==> src/ufd_pkg.sv <==
/*
 * shared constants for the serial flag, ninth-bit and request-routing block:
 * register offsets, bit positions, reset values and timing figures.
 * assumes a 32-bit apb slave, one aligned word per register.
 */
package ufd_pkg;

    // ------------------------------------------------------------------
    // register byte offsets
    // ------------------------------------------------------------------
    localparam logic [7:0] UFD_OFS_DATA   = 8'h00;  // data buffer register
    localparam logic [7:0] UFD_OFS_STAT1  = 8'h04;  // status register one
    localparam logic [7:0] UFD_OFS_CTRL3  = 8'h08;  // control register three
    localparam logic [7:0] UFD_OFS_CTRL2  = 8'h0C;  // control register two
    localparam logic [7:0] UFD_OFS_MODE   = 8'h10;  // character length select

    // ------------------------------------------------------------------
    // control register three bit positions
    // ------------------------------------------------------------------
    localparam int UFD_C3_RX9   = 7;  // received ninth bit, read only
    localparam int UFD_C3_TX9   = 6;  // transmit ninth bit
    localparam int UFD_C3_RDMA  = 5;
    localparam int UFD_C3_TDMA  = 4;
    localparam int UFD_C3_OVERRUN_IRQ_ENABLE  = 3;
    localparam int UFD_C3_NOISE_IRQ_ENABLE  = 2;
    localparam int UFD_C3_FRAMING_IRQ_ENABLE  = 1;
    localparam int UFD_C3_PARITY_IRQ_ENABLE  = 0;

    // ------------------------------------------------------------------
    // control register two bit positions
    // ------------------------------------------------------------------
    localparam int UFD_C2_TEIE  = 7;
    localparam int UFD_C2_TX_COMPLETE_IRQ_ENABLE  = 6;
    localparam int UFD_C2_RFIE  = 5;
    localparam int UFD_C2_LINE_QUIET_IRQ_ENABLE  = 4;
    localparam int UFD_C2_TXON  = 3;
    localparam int UFD_C2_RXON  = 2;

    // ------------------------------------------------------------------
    // status register one bit positions
    // ------------------------------------------------------------------
    localparam int UFD_S1_TXE   = 7;
    localparam int UFD_S1_TC    = 6;
    localparam int UFD_S1_RXF   = 5;
    localparam int UFD_S1_IDLE  = 4;
    localparam int UFD_S1_OVR   = 3;
    localparam int UFD_S1_NOIS  = 2;
    localparam int UFD_S1_FRM   = 1;
    localparam int UFD_S1_PAR   = 0;

    // ------------------------------------------------------------------
    // reset values
    // ------------------------------------------------------------------
    localparam logic [5:0] UFD_CTRL3_RST = 6'h00;  // dma and error enables
    localparam logic [5:0] UFD_CTRL2_RST = 6'h00;
    localparam logic       UFD_TXE_RST   = 1'b1;
    localparam logic       UFD_TC_RST    = 1'b1;

    // ------------------------------------------------------------------
    // timing: idle line length in bit times, start latency of transmitter
    // ------------------------------------------------------------------
    localparam int UFD_IDLE_BITS_8   = 10;
    localparam int UFD_IDLE_BITS_9   = 11;
    localparam int UFD_TX_LAT_HALFCK = 3;  // 1.5 transmitter clocks, in halves

endpackage : ufd_pkg

==> src/ufd_core.sv <==
/*
 * status flag, ninth-bit and request-routing logic of a serial interface.
 * holds control registers two and three, status register one and the data
 * buffer, routes flags to cpu interrupts or dma requests, and runs the
 * status-read then data-access clearing sequences.
 * assumes an apb master on the register side, a dma engine that flags its
 * own data buffer accesses, and external shifters that pulse their events
 * synchronously to CLOCK_IN.
 */
//
// Overview of operation
// - nine-bit mode: received ninth bit readable, captured with the buffer byte
// - eight-bit mode: received ninth bit field copies received bit seven
// - nine-bit mode: transmit ninth bit goes to shifter with the buffer byte
// - reset keeps both ninth bits, clears both dma enables
// - receive dma enabled suppresses every receiver cpu interrupt
// - receive-full gives cpu interrupt without dma, dma request with it
// - transmit-empty gives cpu interrupt without dma, dma request with it
// - overrun raises error interrupt only while its enable is set
// - noise raises error interrupt only with its enable; reset clears enable
// - framing raises error interrupt only with its enable; reset clears enable
// - parity raises receiver interrupt only with its enable; reset clears enable
// - transmit-empty set on each buffer handover to shifter and by reset
// - transmit-empty cleared by status read then buffer write, or dma write
// - first transmitter enable sets transmit-empty; set tx dma first
// - transmit complete set when empty and idle, interrupts, set by reset
// - transmit complete clears on queueing or dma write; start may lag
// - receive-full set when shifter loads buffer, cleared by reset
// - receive-full cleared by status read then buffer read, or dma read
// - idle flag after ten or eleven ones; interrupts only without rx dma
// - idle flag rearms only after a character sets receive-full
// - overrun when character completes with receive-full set; new one lost
// - buffer read clears overrun only if set at preceding status read
// - length bit clear selects eight-bit, set selects nine-bit characters
module ufd_core
    import ufd_pkg::*;
#(
    parameter int DATA_W = 8
) (
    input  wire logic              CLOCK_IN,
    input  wire logic              RSTN_IN,
    // apb slave
    input  wire logic              PSEL_IN,
    input  wire logic              PENABLE_IN,
    input  wire logic              PWRITE_IN,
    input  wire logic [7:0]        PADDR_IN,
    input  wire logic [31:0]       PWDATA_IN,
    output logic [31:0]            PRDATA_OUT,
    output logic                   PREADY_OUT,
    output logic                   PSLVERR_OUT,
    // dma engine accesses to the data buffer
    input  wire logic              DMA_RD_IN,
    input  wire logic              DMA_WR_IN,
    input  wire logic [DATA_W-1:0] DMA_WDATA_IN,
    output logic [DATA_W-1:0]      DMA_RDATA_OUT,
    // receive shifter side
    input  wire logic              RX_DONE_IN,
    input  wire logic [DATA_W:0]   RX_CHAR_IN,
    input  wire logic              RX_IDLE_IN,
    input  wire logic              RX_NOISE_IN,
    input  wire logic              RX_FRAME_IN,
    input  wire logic              RX_PARITY_IN,
    // transmit shifter side
    input  wire logic              TX_SHIFT_READY_IN,
    input  wire logic              TX_BUSY_IN,
    output logic                   TX_LOAD_OUT,
    output logic [DATA_W:0]        TX_CHAR_OUT,
    output logic                   TX_PREAMBLE_OUT,
    output logic                   NINE_BIT_OUT,
    // request routing
    output logic                   TX_IRQ_OUT,
    output logic                   RX_IRQ_OUT,
    output logic                   ERR_IRQ_OUT,
    output logic                   TX_DMA_REQ_OUT,
    output logic                   RX_DMA_REQ_OUT
);

    // ------------------------------------------------------------------
    // state
    // ------------------------------------------------------------------
    logic              nine_bit_q;
    logic              rx9_q, tx9_q;          // ninth bits, no reset
    logic [5:0]        ctrl3_q;               // dma and error enables
    logic [5:0]        ctrl2_q;
    logic [DATA_W-1:0] rxbuf_q, txbuf_q;      // buffer, no reset
    logic              txbuf_full_q;
    logic              txe_q, tc_q, rxf_q, idle_q, ovr_q;
    logic              nois_q, frm_q, par_q;
    logic              idle_armed_q;
    logic              tx_started_q;          // first enable seen
    logic              preamble_q;
    logic [7:0]        armed_q;               // flags seen at status read
    logic [DATA_W:0]   tx_char_q;
    logic              tx_load_q;
    logic [31:0]       prdata_q;

    // ------------------------------------------------------------------
    // apb decode
    // ------------------------------------------------------------------
    wire acc      = PSEL_IN && PENABLE_IN;
    wire wr       = acc && PWRITE_IN;
    wire rd       = acc && !PWRITE_IN;
    wire rd_setup = PSEL_IN && !PENABLE_IN && !PWRITE_IN;
    wire hit_data = PADDR_IN == UFD_OFS_DATA;
    wire hit_st1  = PADDR_IN == UFD_OFS_STAT1;
    wire hit_c3   = PADDR_IN == UFD_OFS_CTRL3;
    wire hit_c2   = PADDR_IN == UFD_OFS_CTRL2;
    wire hit_mode = PADDR_IN == UFD_OFS_MODE;
    wire mapped   = hit_data | hit_st1 | hit_c3 | hit_c2 | hit_mode;

    wire st1_rd   = rd && hit_st1;
    wire cpu_drd  = rd && hit_data;
    wire cpu_dwr  = wr && hit_data;
    wire c3_wr    = wr && hit_c3;
    wire c2_wr    = wr && hit_c2;

    // ctrl3_q holds bits 5..0 of control register three
    wire rx_dma_en = ctrl3_q[5];
    wire tx_dma_en = ctrl3_q[4];
    wire overrun_irq_enable = ctrl3_q[3];
    wire noise_irq_enable = ctrl3_q[2];
    wire framing_irq_enable = ctrl3_q[1];
    wire parity_irq_enable = ctrl3_q[0];
    wire teie = ctrl2_q[5];
    wire tx_complete_irq_enable = ctrl2_q[4];
    wire rfie = ctrl2_q[3];
    wire line_quiet_irq_enable = ctrl2_q[2];
    wire txon = ctrl2_q[1];
    wire rxon = ctrl2_q[0];

    wire [7:0] stat1 = {txe_q, tc_q, rxf_q, idle_q, ovr_q, nois_q, frm_q, par_q};
    wire [7:0] ctrl3 = {rx9_q, tx9_q, ctrl3_q};
    wire [7:0] ctrl2 = {ctrl2_q, 2'b00};

    // ------------------------------------------------------------------
    // flag set and clearing events
    // ------------------------------------------------------------------
    wire txe_clr  = (cpu_dwr && armed_q[UFD_S1_TXE]) || DMA_WR_IN;
    wire rx_clr   = cpu_drd || DMA_RD_IN;
    wire new_txon = c2_wr && PWDATA_IN[UFD_C2_TXON] && !tx_started_q;
    wire tx_fill  = cpu_dwr || DMA_WR_IN;
    wire tx_hand  = txbuf_full_q && TX_SHIFT_READY_IN && txon && !preamble_q;
    wire rx_accept = RX_DONE_IN && rxon && !rxf_q;

    // ------------------------------------------------------------------
    // read mux
    // ------------------------------------------------------------------
    wire [7:0] rd_byte = hit_data ? rxbuf_q[7:0] :
                         hit_st1  ? stat1 :
                         hit_c3   ? ctrl3 :
                         hit_c2   ? ctrl2 :
                         {7'h00, nine_bit_q};

    // ------------------------------------------------------------------
    // register and control writes
    // ------------------------------------------------------------------
    always_ff @(posedge CLOCK_IN or negedge RSTN_IN) begin
        if (!RSTN_IN) begin
            ctrl3_q      <= UFD_CTRL3_RST;
            ctrl2_q      <= UFD_CTRL2_RST;
            nine_bit_q   <= 1'b0;
            tx_started_q <= 1'b0;
            prdata_q     <= 32'h0000_0000;
        end else begin
            if (c3_wr)
                ctrl3_q <= PWDATA_IN[5:0];
            if (c2_wr)
                ctrl2_q <= PWDATA_IN[7:2];
            if (wr && hit_mode)
                nine_bit_q <= PWDATA_IN[0];
            if (new_txon)
                tx_started_q <= 1'b1;
            // captured in the setup cycle so read data stands at the access edge
            if (rd_setup)
                prdata_q <= {24'h00_0000, rd_byte};
        end
    end

    // ninth bits and buffers keep their value through reset
    always_ff @(posedge CLOCK_IN) begin
        if (c3_wr)
            tx9_q <= PWDATA_IN[UFD_C3_TX9];
        if (rx_accept)
            rx9_q <= nine_bit_q ? RX_CHAR_IN[DATA_W] : RX_CHAR_IN[DATA_W-1];
        if (rx_accept)
            rxbuf_q <= RX_CHAR_IN[DATA_W-1:0];
        if (cpu_dwr)
            txbuf_q <= PWDATA_IN[DATA_W-1:0];
        else if (DMA_WR_IN)
            txbuf_q <= DMA_WDATA_IN;
        if (tx_hand)
            tx_char_q <= {nine_bit_q & tx9_q, txbuf_q};
    end

    // ------------------------------------------------------------------
    // transmit flags; set wins over clear, except transmit complete where clear wins
    // ------------------------------------------------------------------
    always_ff @(posedge CLOCK_IN or negedge RSTN_IN) begin
        if (!RSTN_IN) begin
            txe_q        <= UFD_TXE_RST;
            tc_q         <= UFD_TC_RST;
            txbuf_full_q <= 1'b0;
            preamble_q   <= 1'b0;
            tx_load_q    <= 1'b0;
        end else begin
            tx_load_q <= tx_hand;
            if (tx_hand || new_txon)
                txe_q <= 1'b1;
            else if (txe_clr)
                txe_q <= 1'b0;
            if (tx_fill)
                txbuf_full_q <= 1'b1;
            else if (tx_hand)
                txbuf_full_q <= 1'b0;
            // preamble queued on each rising transmitter enable
            if (c2_wr && PWDATA_IN[UFD_C2_TXON] && !txon)
                preamble_q <= 1'b1;
            else if (TX_SHIFT_READY_IN)
                preamble_q <= 1'b0;
            // queueing anything drops complete at once; shifter lag is its own
            // pending load pulse counts as sending, else complete blips before busy
            if (tx_fill || tx_hand || tx_load_q || preamble_q || TX_BUSY_IN)
                tc_q <= 1'b0;
            else if (txe_q && !txbuf_full_q)
                tc_q <= 1'b1;
        end
    end

    // ------------------------------------------------------------------
    // receive flags and arming
    // ------------------------------------------------------------------
    always_ff @(posedge CLOCK_IN or negedge RSTN_IN) begin
        if (!RSTN_IN) begin
            rxf_q        <= 1'b0;
            idle_q       <= 1'b0;
            ovr_q        <= 1'b0;
            nois_q       <= 1'b0;
            frm_q        <= 1'b0;
            par_q        <= 1'b0;
            idle_armed_q <= 1'b0;
            armed_q      <= 8'h00;
        end else begin
            // status read arms the flags it saw; next cpu data access or dma read consumes
            // arm from the byte software was given, not a later flag state
            if (st1_rd)
                armed_q <= prdata_q[7:0];
            else if (rx_clr || cpu_dwr)
                armed_q <= 8'h00;
            if (rx_accept)
                rxf_q <= 1'b1;
            else if (rx_clr && (armed_q[UFD_S1_RXF] || DMA_RD_IN))
                rxf_q <= 1'b0;
            if (RX_DONE_IN && rxon && rxf_q)
                ovr_q <= 1'b1;
            else if (cpu_drd && armed_q[UFD_S1_OVR])
                ovr_q <= 1'b0;
            if (RX_IDLE_IN && idle_armed_q)
                idle_q <= 1'b1;
            else if (cpu_drd && armed_q[UFD_S1_IDLE])
                idle_q <= 1'b0;
            if (rx_accept)
                idle_armed_q <= 1'b1;
            else if ((RX_IDLE_IN && idle_armed_q) || (c2_wr && !rxon))
                idle_armed_q <= 1'b0;
            if (RX_NOISE_IN && RX_DONE_IN)
                nois_q <= 1'b1;
            else if (cpu_drd && armed_q[UFD_S1_NOIS])
                nois_q <= 1'b0;
            if (RX_FRAME_IN && RX_DONE_IN)
                frm_q <= 1'b1;
            else if (cpu_drd && armed_q[UFD_S1_FRM])
                frm_q <= 1'b0;
            if (RX_PARITY_IN && RX_DONE_IN)
                par_q <= 1'b1;
            else if (cpu_drd && armed_q[UFD_S1_PAR])
                par_q <= 1'b0;
        end
    end

    // ------------------------------------------------------------------
    // request routing
    // ------------------------------------------------------------------
    // cpu reads of the buffer under dma can steal a request; software's risk
    assign TX_IRQ_OUT     = (txe_q && teie && !tx_dma_en)
                          || (tc_q && tx_complete_irq_enable);
    assign TX_DMA_REQ_OUT = txe_q && teie && tx_dma_en;
    assign RX_IRQ_OUT     = !rx_dma_en && (
                               (rxf_q && rfie)
                            || (idle_q && line_quiet_irq_enable)
                            || (par_q && parity_irq_enable));
    assign RX_DMA_REQ_OUT = rxf_q && rfie && rx_dma_en;
    assign ERR_IRQ_OUT    = (ovr_q && overrun_irq_enable)
                          || (nois_q && noise_irq_enable)
                          || (frm_q && framing_irq_enable);

    // ------------------------------------------------------------------
    // outputs
    // ------------------------------------------------------------------
    assign PREADY_OUT      = 1'b1;           // zero-wait slave
    assign PSLVERR_OUT     = acc && !mapped;
    assign PRDATA_OUT      = prdata_q;
    assign DMA_RDATA_OUT   = rxbuf_q;
    assign TX_LOAD_OUT     = tx_load_q;
    assign TX_CHAR_OUT     = tx_char_q;
    assign TX_PREAMBLE_OUT = preamble_q;
    assign NINE_BIT_OUT    = nine_bit_q;

endmodule // ufd_core

==> config.mk <==
export PLATFORM = sky130hd
export DESIGN_NAME = ufd_core
export DESIGN_NICKNAME = d
export VERILOG_FILES = /design/src/ufd_pkg.sv /design/src/ufd_core.sv
export SDC_FILE = /design/constraint.sdc
export NUM_CORES = 1
export LEC_CHECK = 0
export BUFFER_PORTS_ARGS = -buffer_cell sky130_fd_sc_hd__buf_2
export CAP_MARGIN = 0
export CORE_AREA = 3 3 85 87
export CTS_CLUSTER_SIZE = 28
export DETAILED_ROUTE_END_ITERATION = 10
export DIE_AREA = 0 0 88 90
export PLACE_DENSITY = 0.78
export SYNTH_ARGS = -nofsm -noshare
export SYNTH_HDL_FRONTEND = slang
export SYNTH_SLANG_ARGS = --single-unit
==> constraint.sdc <==
create_clock -name CLOCK_IN -period 1.55 [get_ports CLOCK_IN]
set_input_delay 0.31 -clock CLOCK_IN [delete_from_list [all_inputs] [get_ports CLOCK_IN]]
set_output_delay 0.31 -clock CLOCK_IN [all_outputs]
set_load 0.01 [all_outputs]
==> results by group, run 1 <==
Outcome
  – Status: complete, but fails checks
  – Violated checks: setup timing

Min path
  – Worst Hold Class: in -> reg
  – Hold depth: 1
  – Hold path start: RX_CHAR_IN[0]
  – Hold endpoint: DMA_RDATA_OUT[0]

Power
  – Total power: 4110 uW
  – Int Power: 3290 uW
  – Clock Power Share: 45.4%
  – Switch Pwr: 817 uW
  – Share of power burned in registers: 47.1%
  – Leakage: 0.00200 uW
  – VDD IR-drop max: 0.890 mV
  – Pwr per Cell Area: 991 mW/mm^2
  – Logic pwr share: 7.5%
  – Switching share of power: 19.9%

Detailed routing
  – Wire length per cell: 17.0 um
  – Total wire length: 7360 um
  – Drt via density: 5.29
  – Final ANT Viol Nets: 0
  – Post-route DRC: 0
  – Initial drt markers: 135
  – DRT Pass-1 Iters: 4
  – Via count: 2,291

Global route
  – Grt total ovfl: 0
  – Vias in the first global route: 2,256
  – Initial antenna violation count: 0
  – Largest net degree at the start of global routing: 24
  – First-pass GRT wire length: 11,300 um
  – GRT Total Usage: 19.1%

Die
  – Top Ports: 130
  – Chip height: 90 um
  – CORE AREA: 0.00642 sq mm
  – Die W: 88 um
  – Die ar.: 0.00792 sq mm
  – Initial Util: 48.7%
  – Std cell rows: 29

Critical path
  – Startpoint Class: flop
  – Critical path fanouts, max: 3
  – WS Path Type: reg -> out
  – Setup crit start: nois_q
  – Reg2reg end: DMA_RDATA_OUT[6]
  – Worst Setup End Kind: output pin
  – R2r setup slk: 0.22 ns
  – R2R depth: 4
  – Data arrival time of the critical path: 1.31 ns
  – Worst Path Required: 1.24 ns
  – Worst r2r src: rxf_q

Timing
  – Fin crit period: 1.62 ns
  – Max Clk Rate: 616 MHz
  – Slew Viols, Final: 0
  – Final hold violation count: 0
  – Setup WS post-layout: -0.0726 ns
  – Final worst-path cycle share: 105%
  – Worst Skew: 0.00602 ns
  – Setup Viol. Count Final: 4
  – Unrepaired setup endpoints after global routing: true

Clocking
  – H-Tree Depth: 3
  – CTS Buf Count: 9
  – Reg clk slew, reported paths: 0.07 ns
  – Root buffer cell: clkbuf_8
  – CTS tree: yes
  – Clk sinks: 68
  – Clk_lat worst skew: 0.34 ns
  – Clock Tree Buf Depth: 2

Place
  – I/O Buffers: 80
  – GP Congestion: 0.814
  – HPWL after detailed placement: 5430 um
  – DP Worst Slack: -0.286 ns

Synth
  – Netlist cell types: 44
  – Asr flop ratio synth: 60.3%
  – Avg Inst Size Synth: 13.7 sq um
  – Number of synthesized flops with an enable pin: 27
  – YS warnings: 0
  – Top_reg_cell synth: dfrtp_1
  – Mapped Area: 0.00313 sq mm
  – Cells after synthesis: 229
  – Seq/Total Area, Yosys: 58.8%
  – Yosys reg bits: 68

Layout
  – Area Growth Syn to Fin: 32.5%
  – Antenna Cells: 0
  – Layout net count: 422
  – Share of cells above drive strength 1: 49.7%
  – Filler cells: 481

Flow run
  – Total of max-cap violations: 0
-- sequential cells by signal, summed over array words and instances (netlist names), 6 cells and up --
register,flops
PRDATA_OUT,8
ctrl3_q,6
ctrl2_q,6
txbuf_q,8
DMA_RDATA_OUT,8
TX_CHAR_OUT,9
armed_q,7
-- layer usage --
layer / up-vias / GRT usage (%) / wire (um)
met2: 105 / 31.0 / 3690
met1: 1123 / 24.1 / 3000
li1: 1052 / - / -
met3: 11 / 6.49 / 571
met4: 0 / 5.37 / 93
met5: - / 0 / 0
-- critical path, stage by stage, from the launching register on --
cell	delay (ns)
dfrtp_1	0.40
a222oi_1	0.37
inv_1	0.06
buf_2	0.14
-- power by group through the flow --
stage	clock [uW]	sequential (uW)	combinational [uW]
after detailed placement	0	1970	292
after CTS	1900	1930	300
after floorplan	0	1970	179
final	1860	1930	308
after global placement	0	1970	285
after global routing	1980	1940	339
-- cells in the final DEF (no fill, tap or decap), types with 3 or more instances in the layout --
master     netlist  final
conb_1           2     25
buf_2            4     77
buf_6            0      5
mux2_2          15     15
dfrtp_1         39     38
inv_1            8      8
nor2_1           7      6
or2_2            3      3
nor3_1           4      4
bufinv_16        0      4
a22o_1          18     18
and4_1           3      3
o21ai_0          5      4
buf_4           25     34
nand2_1         16     16
edfxtp_1        27     27
mux4_2           6      6
mux2_4           6      6
clkbuf_8         0      9
-- cell families (layout without fill, tap and decap cells) --
logic type / count (synthesis) / in the layout / share of synthesized area (%)
AOI/OAI and AO/OA: 37 / 37 / 9.40
buffers and inverters: 40 / 144 / 7.96
DFF: 68 / 68 / 58.8
muxes: 28 / 28 / 12.9
other: 2 / 25 / 0.240
and+or+nand+nor: 54 / 54 / 10.7
-- per-stage QoR --
stage               cells  setup TNS (ns)  instance area (sq um)  utilization (%)  hold WS, ns
global placement      407           -9.16                   3760             58.5        0.282
CTS                   428          -0.291                   4060             63.3        0.125
detailed placement    407           -9.70                   3760             58.5        0.289
finish                433          -0.212                   4140             64.5        0.139
floorplan             252          -0.753                   3260                -       0.0144
global route          433          -0.507                   4140             64.5        0.118
-- cell type report --
cell class                      count  area [sq um]  share of cell area, %
Clock buffer                       11           131                   3.17
Timing Repair Buffer              120           762                   18.4
Clock inverter                      5           125                   3.02
Sequential cell                    68          1840                   44.4
Tap cell                           77          96.3                   2.32
Inverter                            8          30.0                  0.725
Multi-Input combinational cell    144          1160                   28.0
-- what timing repair did --
item,CTS,global route
hold endpoints to repair,16,0
hold buffers,1,0
pin swaps,3,4
buffers inserted,4,5
resized for setup,4,11
setup endpoints to repair,4,11
-- synthesized netlist by cell type, drive strengths merged, types with 2 or more instances --
cell type / n / share of area, %
a31oi: 2 / 0.40
edfxtp: 27 / 26
nor2: 7 / 0.84
nor3: 4 / 0.64
nand2: 16 / 1.9
dfrtp: 39 / 31
a21o: 2 / 0.48
clkbuf: 3 / 0.36
dfstp: 2 / 1.7
nand2b: 2 / 0.40
or2: 3 / 0.60
mux4: 6 / 4.3
nor2b: 2 / 0.40
and4: 3 / 0.84
and3: 3 / 0.60
buf: 29 / 6.6
o21ai: 5 / 0.80
conb: 2 / 0.24
mux2: 21 / 8.3
nor4: 3 / 1.6
and2: 2 / 0.40
a222oi: 2 / 0.64
a22o: 18 / 5.0
inv: 8 / 0.96
or3: 2 / 0.40
-- worst max path at each step --
| stage | endpoint |
|---|---|
| final | ERR_IRQ_OUT |
| after CTS | ERR_IRQ_OUT |
| after detailed placement | armed_q[3] |
| after floorplan | ctrl3_q[0] |
| after global routing | RX_IRQ_OUT |
| after global placement | armed_q[5] |
Note: power is estimated with default switching activity, not from simulation.
==> run 2: changes to the inputs <==
==> config.mk (replaced) <==
export PLATFORM = sky130hd
export DESIGN_NAME = ufd_core
export DESIGN_NICKNAME = d
export VERILOG_FILES = /design/src/ufd_pkg.sv /design/src/ufd_core.sv
export SDC_FILE = /design/constraint.sdc
export NUM_CORES = 1
export LEC_CHECK = 0
export CAP_MARGIN = 0
export CORE_AREA = 3 3 76 78
export CTS_CLUSTER_SIZE = 28
export DETAILED_ROUTE_END_ITERATION = 10
export DIE_AREA = 0 0 79 81
export DONT_BUFFER_PORTS = 1
export PLACE_DENSITY = 0.74
export SYNTH_ARGS = -nofsm -noshare
export SYNTH_HDL_FRONTEND = slang
export SYNTH_SLANG_ARGS = --single-unit
==> run 2 against run 1 <==
Net effect:
- the flow still finishes with violations (setup timing)
- cell count shrank 24%
- first-iteration DRC count rose by 13%
- clock-buffer cell count is 2 lower
- sequential power about the same
- worst hold slack got worse by 0.088 ns
- core utilization grew 3.7 points
- wire length fell by 4.8%
- sequential cell count did not move
- largest power group unchanged
==> results by group, run 2 (synthesis results as in run 1) <==
Clocking
  – CTS tree: yes
  – Clk_lat worst skew: 0.35 ns (about the same)
  – Reg clk slew, reported paths: 0.07 ns (about the same)
  – H-Tree Depth: 3 (unchanged)
  – Root buffer cell: clkbuf_8
  – Clock Tree Buf Depth: 2 (unchanged)
  – Clk sinks: 68 (unchanged)
  – CTS Buf Count: 9 (unchanged)

Timing
  – Slew Viols, Final: 0 (unchanged)
  – Setup_tns: -0.0832 ns (+0.129 ns)
  – Fin crit period: 1.63 ns (+0.0106 ns)
  – Setup WS post-layout: -0.0832 ns (-0.0106 ns)
  – Setup Viol. Count Final: 1 (-3)
  – Hold Slack: 0.0508 ns (-0.0879 ns)
  – Max Clk Rate: 612 MHz (-0.65%)
  – Unrepaired setup endpoints after global routing: true
  – Final hold violation count: 0 (unchanged)
  – Worst Skew: 0.00819 ns (+0.00217 ns)
  – Final worst-path cycle share: 105% (+0.68 points)

Die
  – Initial Util: 60.9% (+12 points)
  – Die ar.: 0.00640 sq mm (-19%)
  – Die W: 79 um (-10%)
  – Chip height: 81 um (-10%)
  – Top Ports: 130 (unchanged)
  – Std cell rows: 26 (-10%)
  – CORE AREA: 0.00514 sq mm (-20%)

Place
  – DP Worst Slack: -0.208 ns (+0.0782 ns)
  – HPWL after detailed placement: 5030 um (-7.3%)
  – Placed cells: 307 (-25%)
  – I/O Buffers: 0 (-100%)
  – GP Congestion: 0.815 (+0.14%)
  – Area post-placement: 0.00324 sq mm (-14%)

Power
  – VDD IR-drop max: 0.925 mV (+4.0%)
  – Pwr per Cell Area: 1040 mW/mm^2 (+4.8%)
  – Leakage: 0.00154 uW (-23%)

Detailed routing
  – DRT Pass-1 Iters: 5 (+1)
  – Total wire length: 7000 um (-4.8%)
  – Wire length per cell: 21.3 um (+26%)
  – Final ANT Viol Nets: 0 (unchanged)
  – Initial drt markers: 152 (+13%)
  – Via count: 1,924 (-16%)
  – Post-route DRC: 0 (unchanged)
  – Drt via density: 5.87 (+11%)

Global route
  – Grt met2 use: 36.5% (+5.6 points)
  – Vias in the first global route: 1,954 (-13%)
  – GRT busiest layer: met2
  – GRT Total Usage: 22.8% (+3.7 points)
  – Grt total ovfl: 0 (unchanged)
  – Largest net degree at the start of global routing: 42 (+75%)
  – M1 GR Usage: 28.3% (+4.1 points)
  – First-pass GRT wire length: 10,600 um (-6.5%)
  – Initial antenna violation count: 0 (unchanged)
  – M3 GR Usage: 8.98% (+2.5 points)

Critical path
  – Critical path fanouts, max: 2 (-1)
  – R2R depth: 3 (-1)
  – WS Path Type: reg -> out
  – Reg2reg end: TX_CHAR_OUT[8]
  – Worst Path Required: 1.24 ns (about the same)
  – Data arrival time of the critical path: 1.32 ns (about the same)
  – Worst r2r src: TX_PREAMBLE_OUT
  – Worst Setup End Kind: output pin
  – Startpoint Class: flop
  – R2r setup slk: 0.18 ns (-0.04 ns)

Flow run
  – Total of max-cap violations: 0 (unchanged)

Layout
  – Multi-input gate area: 0.00115 sq mm (-0.86%)
  – FF/Latch Area: 0.00184 sq mm (unchanged)
  – Most common cell after layout, fill and taps aside: dfrtp_1
  – Max reg flops: 9 (unchanged)
  – Layout Cells excl Fill: 328 (-24%)
  – Most frequent cells in the layout: dfrtp_1, edfxtp_1, conb_1
  – Share of cells above drive strength 1: 29.5% (-20 points)
  – Layout net count: 324 (-23%)
  – Post-route cell area: 0.00350 sq mm (-15%)
  – Area Growth Syn to Fin: 12.0%
  – Filler cells: 391 (-19%)
  – Antenna Cells: 0 (unchanged)

Min path
  – Hold depth: 0 (-1)
  – Hold endpoint: DMA_RDATA_OUT[5]
  – Worst Hold Class: in -> reg
  – Hold path start: RX_CHAR_IN[5]

Outcome
  – Status: complete, but fails checks
  – Violated checks: setup timing
## run 2: area by class of cell
cell class / instances / area share, %
clock buffer: 9 / 3.53
clock inverter: 7 / 2.32
inverter: 8 / 0.857
multi-input combinational: 144 / 32.8
sequential: 68 / 52.5
tap: 70 / 2.50
timing repair buffer: 22 / 5.50
## run 2: power by group
group	switching, uW	total [uW]	leakage (uW)	internal (uW)
combinational	96.5	167	0.000640	70.0
clock	649	1530	0.000105	883
sequential	26.3	1940	0.000791	1910
total	771	3640	0.00154	2870
## run 2: layer usage
metal  vias up  part of all wire [%]
li1        848                     -
met1       947                    38
met2       119                    50
met3        10                    11
met4         0                   1.2
met5         -                     0
## run 2: worst max-delay path by stage
| stage | startpoint | endpoint | slack [ns] | cells after the start |
|---|---|---|---|---|
| after floorplan | PADDR_IN[6] | ctrl3_q[0] | -0.07 | 5 |
| final | par_q | RX_IRQ_OUT | -0.08 | 2 |
| after CTS | par_q | RX_IRQ_OUT | -0.03 | 2 |
| after detailed placement | PADDR_IN[6] | ctrl3_q[4] | -0.21 | 5 |
| after global routing | par_q | RX_IRQ_OUT | -0.08 | 2 |
| after global placement | PADDR_IN[6] | ctrl3_q[0] | -0.17 | 5 |
## run 2: metrics by stage
step,total power [uW],util (%)
after floorplan,2140,-
after global placement,2100,63.0
after detailed placement,2110,63.0
after CTS,3660,68.1
after global routing,3760,68.2
final,3640,68.2
## run 2: timing repair
action                                 4_1_cts  5_1_grt
endpoints found under the hold margin       41        0
gates cloned                                 0        0
pin swaps                                    2        1
setup endpoints to repair                    2        3
gates resized for setup                      3        1
hold buffers                                 2        0
setup buffers                                3        0
## run 2: worst max-delay path, stage by stage, from the launching register on
cell	delay, ns
dfrtp_1	0.44
a222oi_1	0.38
nor2_1	0.16
